### src/port_ctl_defs.vh
// Register offsets, field positions, reset values and timing counts for the
// converter result, pin port and power-save register group.
// Assumes an 8-bit register address and 8-bit data from the serial host bus.
`ifndef PORT_CTL_DEFS_VH
`define PORT_CTL_DEFS_VH

`define OFS_SENSE_CURRENT_RESULT   8'hc3
`define OFS_THERMAL_VOLTAGE_RESULT 8'hc4
`define OFS_PIN_DIRECTION          8'hc8
`define OFS_PIN_OUTPUT_LEVEL       8'hc9
`define OFS_PIN_INPUT_LEVEL        8'hca
`define OFS_ROLE_SETTLED_WAKE      8'hcb
`define OFS_CONVERTER_CONTROL      8'hc0

`define RST_RESULT                 8'h00
`define RST_PIN_DIRECTION          3'h0
`define RST_PIN_OUTPUT_LEVEL       3'h0
`define RST_THERMAL_DRIVE          2'h0
`define RST_SCAN_SELECT            3'h1
`define RST_CONTROL_TOP            1'h1
`define RST_ROLE_SETTLED           1'h0

`define POS_ROLE_SETTLED           5
`define POS_THERMAL_DRIVE_LO       5
`define POS_SCAN_SELECT_LO         0

// Scan interval base, 4 ms, counted at 200 MHz (5 ns period)
`define SCAN_BASE_MS               4
`define CLOCK_PERIOD_NS            5
`define SCAN_BASE_CYCLES           ((`SCAN_BASE_MS * 1000000) / `CLOCK_PERIOD_NS)

`endif

### src/port_ctl_regs.v
// Host-visible register group: converter results, three-pin port, power-save
// control, plus the converter control register that steers scan and drive.
// Assumes a single-cycle register port decoded from the serial host bus, and
// an analog converter that presents each finished code with a one-cycle strobe.
// Pad levels arrive unsynchronised; converter strobes come on the device clock.
// Scan timing assumes the device clock is the only time base of the block.
`default_nettype none
`include "port_ctl_defs.vh"

// Overview of operation
// RULE1: Three direction bits, zero means input
// RULE2: Output pins drive the stored level
// RULE3: Input level bits report synchronised pin levels
// RULE4: Sense current code, read-only, resets zero
// RULE5: Thermal voltage code, read-only, resets zero
// RULE6: Thermal code spans 0.4V to 2.4V
// RULE7: Source selected current out of thermal pin
// RULE8: Settled bit set wakes internal circuits
// RULE9: Settled bit cleared keeps power-saving state
// RULE10: Settled bit reads back device state
// RULE11: Drive field picks four pin currents
// RULE12: Conversions repeat at selected scan interval
// RULE13: Reserved bits zero, results update atomically
module port_ctl_regs #(
    parameter         PIN_COUNT   = 3,
    parameter integer SCAN_CYCLES = `SCAN_BASE_CYCLES
) (
    input  wire                 i_clock,
    input  wire                 i_nrst,
    input  wire                 i_reg_write,
    input  wire                 i_reg_read,
    input  wire [7:0]           i_reg_addr,
    input  wire [7:0]           i_reg_wdata,
    output reg  [7:0]           o_reg_rdata,
    input  wire [PIN_COUNT-1:0] i_pin_in,
    output reg  [PIN_COUNT-1:0] o_pin_out,
    output reg  [PIN_COUNT-1:0] o_pin_oe,
    input  wire                 i_sense_current_done,
    input  wire [7:0]           i_sense_current_code,
    input  wire                 i_thermal_done,
    input  wire [7:0]           i_thermal_code,
    output reg                  o_convert_start,
    output reg                  o_thermal_source_en,
    output reg  [1:0]           o_thermal_drive_current_select,
    output reg                  o_circuits_active
);

    // Converter results
    reg [7:0]           sense_current_q;
    reg [7:0]           thermal_voltage_q;

    // Host-written pin state and the input synchroniser stages
    reg [PIN_COUNT-1:0] pin_direction_q;
    reg [PIN_COUNT-1:0] pin_out_level_q;
    reg [PIN_COUNT-1:0] pin_sync1_q;
    reg [PIN_COUNT-1:0] pin_in_level_q;

    // Power-save and converter control state
    reg                 role_settled_q;
    reg [1:0]           thermal_drive_q;
    reg [2:0]           scan_select_q;
    reg                 control_top_q;

    // Scan timer and read path
    reg [31:0]          scan_count_q;
    reg                 thermal_busy_q;
    reg [7:0]           rdata_d;

    // Decoded write strobes and scan timer terms
    wire                wr_pin_direction;
    wire                wr_pin_out_level;
    wire                wr_role_settled;
    wire                wr_control;
    wire [31:0]         scan_limit;
    wire                scan_wrap;

    // Scan period in cycles: base interval doubled per select step, 101 tops out
    function [31:0] scan_period;
        input [2:0] sel;
        reg   [2:0] s;
        begin
            s = (sel > 3'h5) ? 3'h5 : sel;
            scan_period = SCAN_CYCLES << s;
        end
    endfunction

    // Offset match shared by every write decode below
    function addr_hit;
        input [7:0] addr;
        input [7:0] offset;
        begin
            addr_hit = (addr == offset);
        end
    endfunction

    // A write strobe only touches the register whose offset it carries
    assign wr_pin_direction = i_reg_write & addr_hit(i_reg_addr, `OFS_PIN_DIRECTION);
    assign wr_pin_out_level = i_reg_write & addr_hit(i_reg_addr, `OFS_PIN_OUTPUT_LEVEL);
    assign wr_role_settled  = i_reg_write & addr_hit(i_reg_addr, `OFS_ROLE_SETTLED_WAKE);
    assign wr_control       = i_reg_write & addr_hit(i_reg_addr, `OFS_CONVERTER_CONTROL);

    // Interval length for the present select and the last cycle of it
    assign scan_limit = scan_period(scan_select_q);
    assign scan_wrap  = (scan_count_q + 32'h1) >= scan_limit;

    // Direction bits; zero keeps a pad an input, so reset leaves all pins undriven
    always @(posedge i_clock or negedge i_nrst) begin
        if (!i_nrst) begin
            pin_direction_q <= `RST_PIN_DIRECTION; // RULE1
        end else if (wr_pin_direction) begin
            pin_direction_q <= i_reg_wdata[PIN_COUNT-1:0]; // RULE1
        end
    end

    // Stored output levels; kept for input pins too, so the host may
    // preload a level before it turns the pin around
    always @(posedge i_clock or negedge i_nrst) begin
        if (!i_nrst) begin
            pin_out_level_q <= `RST_PIN_OUTPUT_LEVEL;
        end else if (wr_pin_out_level) begin
            pin_out_level_q <= i_reg_wdata[PIN_COUNT-1:0]; // RULE2
        end
    end

    // Settled bit: only its own bit is stored, the rest of the byte is dropped
    always @(posedge i_clock or negedge i_nrst) begin
        if (!i_nrst) begin
            role_settled_q <= `RST_ROLE_SETTLED; // RULE9
        end else if (wr_role_settled) begin
            role_settled_q <= i_reg_wdata[`POS_ROLE_SETTLED]; // RULE8 RULE9 RULE13
        end
    end

    // Converter control: top bit, drive select and scan select are stored;
    // the two bits between drive and scan select are not kept and read zero
    always @(posedge i_clock or negedge i_nrst) begin
        if (!i_nrst) begin
            control_top_q   <= `RST_CONTROL_TOP;
            thermal_drive_q <= `RST_THERMAL_DRIVE; // RULE11
            scan_select_q   <= `RST_SCAN_SELECT; // RULE12
        end else if (wr_control) begin
            control_top_q   <= i_reg_wdata[7];
            thermal_drive_q <= i_reg_wdata[`POS_THERMAL_DRIVE_LO +: 2]; // RULE11
            scan_select_q   <= i_reg_wdata[`POS_SCAN_SELECT_LO +: 3]; // RULE12
        end
    end

    // Pin levels pass two flip-flops before anything reads them;
    // the first stage may go metastable, so only the second one is read
    always @(posedge i_clock or negedge i_nrst) begin
        if (!i_nrst) begin
            pin_sync1_q    <= {PIN_COUNT{1'b0}};
            pin_in_level_q <= {PIN_COUNT{1'b0}};
        end else begin
            pin_sync1_q    <= i_pin_in;
            pin_in_level_q <= pin_sync1_q; // RULE3
        end
    end

    // Pad output level, registered so the pad never sees decode glitches
    always @(posedge i_clock or negedge i_nrst) begin
        if (!i_nrst) begin
            o_pin_out <= {PIN_COUNT{1'b0}};
        end else begin
            o_pin_out <= pin_out_level_q; // RULE2
        end
    end

    // Pad output enable, high while the pin is driven
    always @(posedge i_clock or negedge i_nrst) begin
        if (!i_nrst) begin
            o_pin_oe <= {PIN_COUNT{1'b0}};
        end else begin
            o_pin_oe <= pin_direction_q; // RULE1 RULE2
        end
    end

    // Current result loads a whole code on its strobe, never a partial byte
    always @(posedge i_clock or negedge i_nrst) begin
        if (!i_nrst) begin
            sense_current_q <= `RST_RESULT; // RULE4
        end else if (i_sense_current_done) begin
            sense_current_q <= i_sense_current_code; // RULE13
        end
    end

    // Thermal result: the byte is only captured here, the host applies
    // the span and step scaling to turn it into a voltage
    always @(posedge i_clock or negedge i_nrst) begin
        if (!i_nrst) begin
            thermal_voltage_q <= `RST_RESULT; // RULE5
        end else if (i_thermal_done) begin
            thermal_voltage_q <= i_thermal_code; // RULE6 RULE13
        end
    end

    // Scan counter: runs freely and wraps at the end of each interval; a
    // shorter select written mid-interval ends the current one at its new length, or at once if the count is already past it
    always @(posedge i_clock or negedge i_nrst) begin
        if (!i_nrst) begin
            scan_count_q <= 32'h0;
        end else if (scan_wrap) begin
            scan_count_q <= 32'h0;
        end else begin
            scan_count_q <= scan_count_q + 32'h1;
        end
    end

    // One-cycle start strobe in the cycle after the wrap cycle
    always @(posedge i_clock or negedge i_nrst) begin
        if (!i_nrst) begin
            o_convert_start <= 1'b0;
        end else begin
            o_convert_start <= scan_wrap; // RULE12
        end
    end

    // Thermal measurement window: opens with each start, closes on the
    // thermal strobe; a scan wrap in the same cycle as a strobe wins, so the
    // fresh measurement still gets its drive current
    always @(posedge i_clock or negedge i_nrst) begin
        if (!i_nrst) begin
            thermal_busy_q <= 1'b0;
        end else if (scan_wrap) begin
            thermal_busy_q <= 1'b1; // RULE7
        end else if (i_thermal_done) begin
            thermal_busy_q <= 1'b0;
        end
    end

    // Pin current enable follows the measurement window one cycle later
    always @(posedge i_clock or negedge i_nrst) begin
        if (!i_nrst) begin
            o_thermal_source_en <= 1'b0;
        end else begin
            o_thermal_source_en <= thermal_busy_q; // RULE7
        end
    end

    // Current select for the analog side; it may change while a measurement
    // runs, so the host should settle it between scans
    always @(posedge i_clock or negedge i_nrst) begin
        if (!i_nrst) begin
            o_thermal_drive_current_select <= `RST_THERMAL_DRIVE;
        end else begin
            o_thermal_drive_current_select <= thermal_drive_q; // RULE7 RULE11
        end
    end

    // Circuit activation tracks the settled bit; clearing it drops back to
    // the power-saving state on the next cycle
    always @(posedge i_clock or negedge i_nrst) begin
        if (!i_nrst) begin
            o_circuits_active <= 1'b0;
        end else begin
            o_circuits_active <= role_settled_q; // RULE8 RULE9
        end
    end

    // Pin bytes: pin bits at the bottom, reserved bits above read zero
    function [7:0] pin_byte;
        input [PIN_COUNT-1:0] bits;
        begin
            pin_byte = {{(8-PIN_COUNT){1'b0}}, bits};
        end
    endfunction

    // Read multiplexer; reserved bits and unmapped offsets read zero, and a
    // read that meets a write in one cycle returns the value before the write
    always @* begin
        rdata_d = 8'h00; // RULE13
        case (i_reg_addr)
            `OFS_SENSE_CURRENT_RESULT:   rdata_d = sense_current_q; // RULE4
            `OFS_THERMAL_VOLTAGE_RESULT: rdata_d = thermal_voltage_q; // RULE5
            `OFS_PIN_DIRECTION:          rdata_d = pin_byte(pin_direction_q); // RULE1
            `OFS_PIN_OUTPUT_LEVEL:       rdata_d = pin_byte(pin_out_level_q); // RULE2
            `OFS_PIN_INPUT_LEVEL:        rdata_d = pin_byte(pin_in_level_q); // RULE3
            `OFS_ROLE_SETTLED_WAKE:      rdata_d[`POS_ROLE_SETTLED] = role_settled_q; // RULE10
            `OFS_CONVERTER_CONTROL:
                rdata_d = {control_top_q, thermal_drive_q, 2'h0, scan_select_q};
            default:                     rdata_d = 8'h00;
        endcase
    end

    // Read data registered on the read strobe and held until the next read,
    // so the host may pick it up late
    always @(posedge i_clock or negedge i_nrst) begin
        if (!i_nrst)
            o_reg_rdata <= 8'h00;
        else if (i_reg_read)
            o_reg_rdata <= rdata_d;
    end

endmodule
`default_nettype wire

### config.mk
export PLATFORM = sky130hd
export DESIGN_NAME = port_ctl_regs
export DESIGN_NICKNAME = d
export VERILOG_FILES = /design/src/port_ctl_regs.v
export VERILOG_INCLUDE_DIRS = /design/src
export SDC_FILE = /design/constraint.sdc
export NUM_CORES = 1
export LEC_CHECK = 0
export BUFFER_PORTS_ARGS = -buffer_cell sky130_fd_sc_hd__buf_2
export CORE_ASPECT_RATIO = 1.75
export CORE_MARGIN = 1.5
export CORE_UTILIZATION = 30
export CTS_CLUSTER_DIAMETER = 150
export DETAILED_ROUTE_END_ITERATION = 8
export GPL_ROUTABILITY_DRIVEN = 1
export PLACE_DENSITY_LB_ADDON = 0.1
export SYNTH_ARGS = -nofsm -noshare
export SYNTH_HDL_FRONTEND = slang
export SYNTH_SLANG_ARGS = --single-unit
### constraint.sdc
create_clock -name i_clock -period 4.7 [get_ports i_clock]
set_input_delay 0 -clock i_clock [delete_from_list [all_inputs] [get_ports i_clock]]
set_output_delay 0 -clock i_clock [all_outputs]
set_load 0.02 [all_outputs]
==> results.md, run 1 <==
- The run finished with clean final reports.
- The reported leakage power is 0.002457 uW.
- Dividing the detail-routed wire length by the instance count gives 15.79 um.
- The final-report hold violation count came to 0.
- The max-slew violation count is 0.
- The CTS sink count is 87.
- The power per standard cell area is 313.4 mW/mm^2.
- The count of cell types in the netlist is 51.
- The layout has 1445 filler cells.
- The top-level port count is 60.
- The clock passes through at most 2 buffers.
- The portion of synthesized cell area occupied by the leading cell type is 0.4759.
- The post-synthesis to final-layout area growth is 24.02%.
- In the routed layout, each cell is associated on average with a via count of 4.877.
- During synthesis, Yosys emitted a total of 0 warnings.
- The via count of the first global-routing pass is 3576.
- STA classifies the critical path startpoint as a register.
- For this run, the leading register cell type out of synthesis is dfrtp_1.
- In the global route stage, overall resource usage came out at 0.1513.
- The floorplan step defined a die boundary enclosing 0.01567 mm^2.
- In this run the standard cell core region covers 0.01444 mm^2.
- The transition time at the pin with the least slew margin is 861.0 ps.
- The share of synthesized flip-flops with an asynchronous set or reset is 1.000.
- The aggregate global routing overflow is 0.
- The net count reported at finish is 554.
- The remaining max-slew budget at the tightest pin is 0.4212.
- Measured along the x axis, the die boundary spans 95.27 um.
- In the finished design, the share of the clock period the worst path needs comes to 0.8368.
- Traced cell by cell, the critical path runs through ha_1 -> and3_1 -> nand4_1 -> nor3_1 -> nand3_1 -> xnor2_1 -> ha_1 -> nand4_1 -> nor4_1 -> o21a_1 -> o41ai_1 -> o21ai_2 -> buf_4 -> a211o_1.
- Across the VDD grid, the largest voltage drop is 0.1829 mV.
- The number of cell rows is 58.
- The later-pin clock latency in the skew report is 340 ps.
- Derived from the worst setup path, the maximum achievable clock frequency is 254.3 MHz.
- The first routing iteration left 116 violations.
- Buffers inserted during clock tree synthesis total 9.
- The per-instance average area after synthesis is 11.15 um^2.
- The biggest area contributor in the post-synthesis netlist is dfrtp_1.
- The final non-filler cell total is 673.
- The count of TritonRoute iterations in the first routing pass is 4.
- The HPWL reported at the end of detailed placement is 8099 um.
- The type of element capturing the critical path is a register.
- The number of antenna diodes in the final layout is 0.
- Setup repair after global routing left no endpoint under its margin.
- The global-route wire length before repair is 17820 um.
- The total buffers and inverters traversed by the critical path is 1.
- Of the synthesized area, sequential elements account for 0.4877.
- Of the cells placed in the final design, the portion with a size suffix greater than 1 is 0.2677.
- The number of placed cells counting well taps is 631.
- The largest net degree at the start of global routing is 60.
- The H-tree generated during clock tree synthesis spans 3 levels.
- The number of antenna violations at the first check in global routing is 0.
- Setup violations remaining at the end of the flow were counted as 0.
- The count of buffers from port buffering is 57.
- By area the synthesized netlist is led by dfrtp_1 48%, mux2_2 8.6%, ha_1 7.0%.
- TritonCTS built the clock tree.
- The remaining antenna violation count is 0.
- After synthesis the netlist holds a flip-flop and latch count of 87.
- The clock arrives with 10.80 ps of skew.
- The maximum cell stage delay along the critical path is 480 ps.
- The number of DRC violations after detailed routing is 0.
- The class of the most critical setup path is register to register.
- Summing over every cut layer, the via total after detailed routing is 3282.
- The design draws 1737 uW.
- The die is 164.5 um tall.
- The worst hold slack is 42.04 ps.
- The placer's final routability congestion estimate is 0.8131.
- The setup total negative slack is 0 ps.
- Synthesis produced a netlist whose cell count is 401.
- In this run the clock root is driven by a clkbuf_16.
- The clock-pin slew on the worst setup and hold paths is 70 ps.
- The mapped netlist covers 0.004469 mm^2.
- The arrival time reported for the critical path endpoint is 4160 ps.
- After detailed routing, the total wire length is 10630 um.
- The master of the slowest instance on the critical path is nor3_1.
- The highest net fanout along the worst path is 29.
- The max capacitance violation total is 0.
- Grouping stages by cell kind, the critical path spends the most delay in simple AND/OR/NAND/NOR gates.
- The synthesized design contains 0 enable-type register cells.
- The required arrival time at the worst endpoint is 4930 ps.
- The type of the worst min-delay path is primary input to register.
- For the finished layout, the period the worst path requires is 3933 ps.
- The initial standard-cell utilization of the core is 0.3095.
-- cell families (layout without fill, tap and decap cells) --
| group | count (synthesis) | count (layout) | synth area share |
|---|---|---|---|
| simple gates | 138 | 138 | 0.1907 |
| flops | 87 | 87 | 0.4877 |
| compound gates | 51 | 51 | 0.07251 |
| mux | 38 | 38 | 0.09463 |
| buf+inv | 36 | 124 | 0.03471 |
| fa+ha+maj | 25 | 25 | 0.06999 |
| xor+xnor | 25 | 25 | 0.04899 |
| other cells | 1 | 5 | 0.0008391 |
-- cell type report --
class	count	area [um^2]	area share
Clock buffer	11	232.7	0.04199
Multi-Input combinational cell	282	2153	0.3885
Tap cell	180	225.2	0.04063
Sequential cell	87	2180	0.3932
Timing Repair Buffer	90	600.6	0.1084
Inverter	18	67.56	0.01219
Clock inverter	5	83.83	0.01512
-- cell usage after synthesis (6+ instances only) --
cell      count
nor3_1       13
inv_1        18
xor2_1        8
dfrtp_1      85
nor4_1        8
nand4_1      13
ha_1         25
clkbuf_1     12
nor3b_1      10
nor3b_2      10
nand2_1      22
o21ai_0      10
mux2_2       34
a22oi_1       6
xnor2_1      17
nand3_1      20
nor2_1       16
a21oi_1      14
-- layout by cell type (no fill, tap or decap), types with 3 or more instances in the layout --
master,count
nor3b_1,10
clkbuf_16,9
nand4_1,13
o21ai_0,9
o22ai_1,3
buf_4,8
dfrtp_1,85
buf_2,56
a21oi_1,14
ha_1,25
nand3_1,20
dlygate4sd3_1,26
mux2i_1,4
nor3_1,13
nor2_1,16
xor2_1,8
mux2_2,34
xnor2_1,17
nor3b_2,10
conb_1,5
a31oi_1,3
nor4_1,8
a22oi_1,6
and4_1,3
nand2b_1,3
inv_1,18
o21a_1,4
and3_1,5
nand2_1,22
-- flip-flops by register name, indices dropped and copies added (netlist names), 8 cells and up --
name and cells:
o_reg_rdata 8, scan_count_q 32, sense_current_q 8, thermal_voltage_q 8
-- report_power, final --
group,total [uW],internal [uW],switching [uW]
Clock,773,469,304
Combinational,165,74.9,90.6
Sequential,799,781,17.9
Total,1740,1320,412
-- stage by stage --
step	setup slack, ps	cell area, um^2	utilization
6_report	766.9	5543	0.3838
3_3_place_gp	680.0	4966	0.3439
3_5_place_dp	707.2	4966	0.3439
2_1_floorplan	1438	4484	-
4_1_cts	661.2	5543	0.3838
5_1_grt	423.2	5543	0.3838
-- routing by layer --
metal | track usage | share of wire | routed length (um)
met3 | 0.02716 | 0.022 | 239
met1 | 0.1475 | 0.36 | 3851
met2 | 0.2956 | 0.58 | 6189
met5 | 0 | 0 | 0
met4 | 0.06920 | 0.033 | 347
-- worst reg2reg max path, stage by stage (launching register included) --
cell     delay (ps)
dfrtp_1         400
ha_1            220
and3_1          270
nand4_1         260
nor3_1          480
nand3_1         160
xnor2_1         230
ha_1            280
nand4_1         180
nor4_1           90
o21a_1          120
o41ai_1         480
o21ai_2          90
buf_4           270
a211o_1         270
-- final timing paths --
path | start | to | cells past startpoint | slack, ps
setup / recovery | scan_count_q[0] | thermal_busy_q | 14 | 770
hold / removal | i_thermal_done | thermal_busy_q | 3 | 40
setup reg to reg | scan_count_q[0] | thermal_busy_q | 14 | 770
hold reg to reg | pin_sync1_q[1] | pin_in_level_q[1] | 0 | 350
max in group asynchronous | i_nrst | pin_sync1_q[2] | 3 | 3480
min in group asynchronous | i_nrst | scan_count_q[3] | 2 | 120
-- timing repair --
item,CTS,global route
buffers inserted,0,0
gates resized for setup,0,0
hold buffers,26,0
hold endpoints to repair,60,0
No activity file was read; power rests on OpenSTA's default activity.
==> inputs of run 2 (changes only) <==
==> constraint.sdc (replaced) <==
create_clock -name i_clock -period 4.1 [get_ports i_clock]
set_input_delay 0 -clock i_clock [delete_from_list [all_inputs] [get_ports i_clock]]
set_output_delay 0 -clock i_clock [all_outputs]
set_load 0.02 [all_outputs]
==> run 2 against run 1 <==
Sequential share of layout area shrank 0.42 points. Design area is 1.1% higher. Final cell count increased by 1.0%. Non-clock buffer count rose by 7. Hold slack lost 2.4 ps.
==> results.md, run 2 (same netlist as run 1, synthesis figures left out) <==
- The routed wire length per instance was 15.78 um (about the same).
- The placer's final routability congestion estimate is 0.8161 (+0.37%).
- The global-route wire length before repair is 17290 um (-3.0%).
- The via count of the first global-routing pass is 3499 (-2.2%).
- The max-slew violation count is 0 (unchanged).
- The highest net fanout along the worst path is 19 (-34%).
- The number of antenna violations at the first check in global routing is 0 (unchanged).
- The count of buffers from port buffering was 57 (unchanged).
- The worst setup path is of the register to register kind.
- The final critical-path required period came to 3744 ps (-189.5 ps).
- The die footprint came to 0.01567 mm^2 (unchanged).
- The final-report hold violation count is 0 (unchanged).
- The overall power of the completed layout is 1995 uW (+15%).
- The maximum cell stage delay along the critical path is 610 ps (+130 ps).
- The reported leakage power is 0.002492 uW (+1.4%).
- The remaining max-slew budget at the tightest pin is 0.4007 (-0.02054).
- The worst setup skew after layout came to 10.61 ps (-0.1898 ps).
- The floorplan die height was 164.5 um (unchanged).
- Ranked by flip-flop count, first place goes to scan_count_q.
- The count of TritonRoute iterations in the first routing pass is 4 (unchanged).
- The later-pin clock latency in the skew report came to 340 ps (about the same).
- The CTS sink count is 87 (unchanged).
- The net count reported at finish was 561 (+1.3%).
- The number of antenna repair diodes came to 0 (unchanged).
- The power per standard cell area came to 356.1 mW/mm^2 (+14%).
- The maximum achievable frequency is 267.1 MHz (+5.1%).
- The max capacitance violation total was 0 (unchanged).
- Setup repair after global routing left no endpoint under its margin.
- The most frequent cell on the critical path is buf_4.
- The type of element capturing the critical path is a register.
- The setup total negative slack is 0 ps (unchanged).
- The flow ran to the end, and the final reports show no timing, DRC or antenna violations.
- The final clock period utilization by the worst path came to 0.9131 (+0.07625).
- The x dimension of the die is 95.27 um (unchanged).
- The worst setup path is launched from a register.
- The number of cell rows is 58 (unchanged).
- The detailed-route wire length is 10730 um (+0.96%).
- The aggregate global routing overflow is 0 (unchanged).
- The maximum VDD drop is 0.2667 mV (+46%).
- TritonCTS built the clock tree.
- The depth of the worst register-to-register path is 14 (unchanged).
- The HPWL reported at the end of detailed placement came to 8114 um (+0.18%).
- The number of design-rule violations left by the first detailed-router iteration is 102 (-12%).
- Leaving out fill and tap cells, the most frequent cell in the layout is dfrtp_1.
- The arrival time reported for the critical path endpoint is 3950 ps (-210 ps).
- The cell at the root of the clock tree is clkbuf_16.
- The number of flip-flops in the largest register is 32 (unchanged).
- The clock-pin slew on the worst setup and hold paths is 70 ps (about the same).
- The number of buffers created by CTS was 9 (unchanged).
- The mean number of vias per cell is 4.888 (+0.24%).
- The number of levels in the clock H-tree is 3 (unchanged).
- The number of setup violations in the final report is 0 (unchanged).
- The instance count along the most critical hold path is 2 (-1).
- The tightest min-delay check is of the primary input to register type.
- The initial standard-cell utilization of the core is 0.3095 (unchanged).
- Among all stages on the critical path, the largest delay is contributed by or4_4.
- The number of setup buffers added after CTS is 0 (unchanged).
- The critical path goes through nand3_2 -> or4_4 -> nor3_1 -> nand3_1 -> xnor2_1 -> ha_1 -> nand4_1 -> nor4_1 -> o21a_1 -> o41ai_2 -> buf_4 -> o21ai_2 -> buf_4 -> nor3b_1.
- The total track usage is 0.1454 (-0.005900).
- The deepest clock path buffer count is 2 (unchanged).
- The routed via count is 3324 (+1.3%).
- The remaining antenna violation count came to 0 (unchanged).
- The transition time at the pin with the least slew margin was 891.5 ps (+30.55 ps).
- The placeable core area is 0.01444 mm^2 (unchanged).
- The required arrival time at the worst endpoint came to 4300 ps (-630 ps).
- The post-synthesis to final-layout area growth is 25.36%.
- The number of DRC violations after detailed routing is 0 (unchanged).
- The largest net degree at the start of global routing was 67 (+12%).
- The top-level port count is 60 (unchanged).
- Leaving out fill and tap cells, the most frequent cells in the layout are 85 x dfrtp_1, 56 x buf_2, 34 x mux2_2.
- The fraction of layout instances using a drive strength above 1 is 0.2800 (+0.01225).
==> run 2: worst paths after layout <==
check	start	endpoint	slack, ps
worst min register to register	pin_sync1_q[1]	pin_in_level_q[1]	350
worst max register to register	scan_count_q[4]	scan_count_q[20]	360
min in group asynchronous	i_nrst	scan_count_q[3]	90
max in group asynchronous	i_nrst	pin_sync1_q[1]	2860
worst max-delay path	scan_count_q[4]	scan_count_q[20]	360
worst min-delay path	i_reg_read	o_reg_rdata[7]	40
==> run 2: final cells by class <==
cell class                      count  area (um^2)
Clock inverter                      5        83.83
Timing Repair Buffer               97        653.1
Fill cell                        1430         8838
Multi-Input combinational cell    282         2161
Sequential cell                    87         2180
Tap cell                          180        225.2
Inverter                           18        67.56
Clock buffer                       11        232.7
==> run 2: layer usage <==
metal  part of all wire  up-vias  GRT usage
met5                  0        -          0
met4              0.034        0    0.07191
met3              0.021       16    0.02118
met2               0.56       58     0.2801
met1               0.39     1626     0.1461
li1                   -     1624          -
==> run 2: power by group <==
group / switching (uW) / internal, uW
clock: 351 / 537
sequential: 20.6 / 895
combinational: 105 / 86.4
total: 476 / 1520
==> run 2: repair_timing <==
| action | in CTS | in global routing |
|---|---|---|
| hold buffers | 26 | 0 |
| resized for setup | 0 | 1 |
| endpoints found under the setup margin | 0 | 5 |
| endpoints found under the hold margin | 53 | 0 |
==> run 2: critical path, delay by kind of cell (launching register included) <==
family,cells,cell delay [ps]
compound gates,3,330
xor+xnor,1,160
flops,1,460
simple gates,7,1860
fa+ha+maj,1,320
buf+inv,2,450
==> run 2: stage by stage <==
stage | utilization | std cells | setup slack [ps] | area [um^2] | hold WS, ps
floorplan | - | 405 | 838.0 | 4484 | -295.6
global placement | 0.3475 | 638 | 299.4 | 5019 | -82.75
detailed placement | 0.3475 | 638 | 262.8 | 5019 | -83.20
CTS | 0.3875 | 680 | 208.2 | 5595 | 35.02
global route | 0.3880 | 680 | 40.47 | 5603 | 63.42
finish | 0.3880 | 680 | 356.4 | 5603 | 39.67
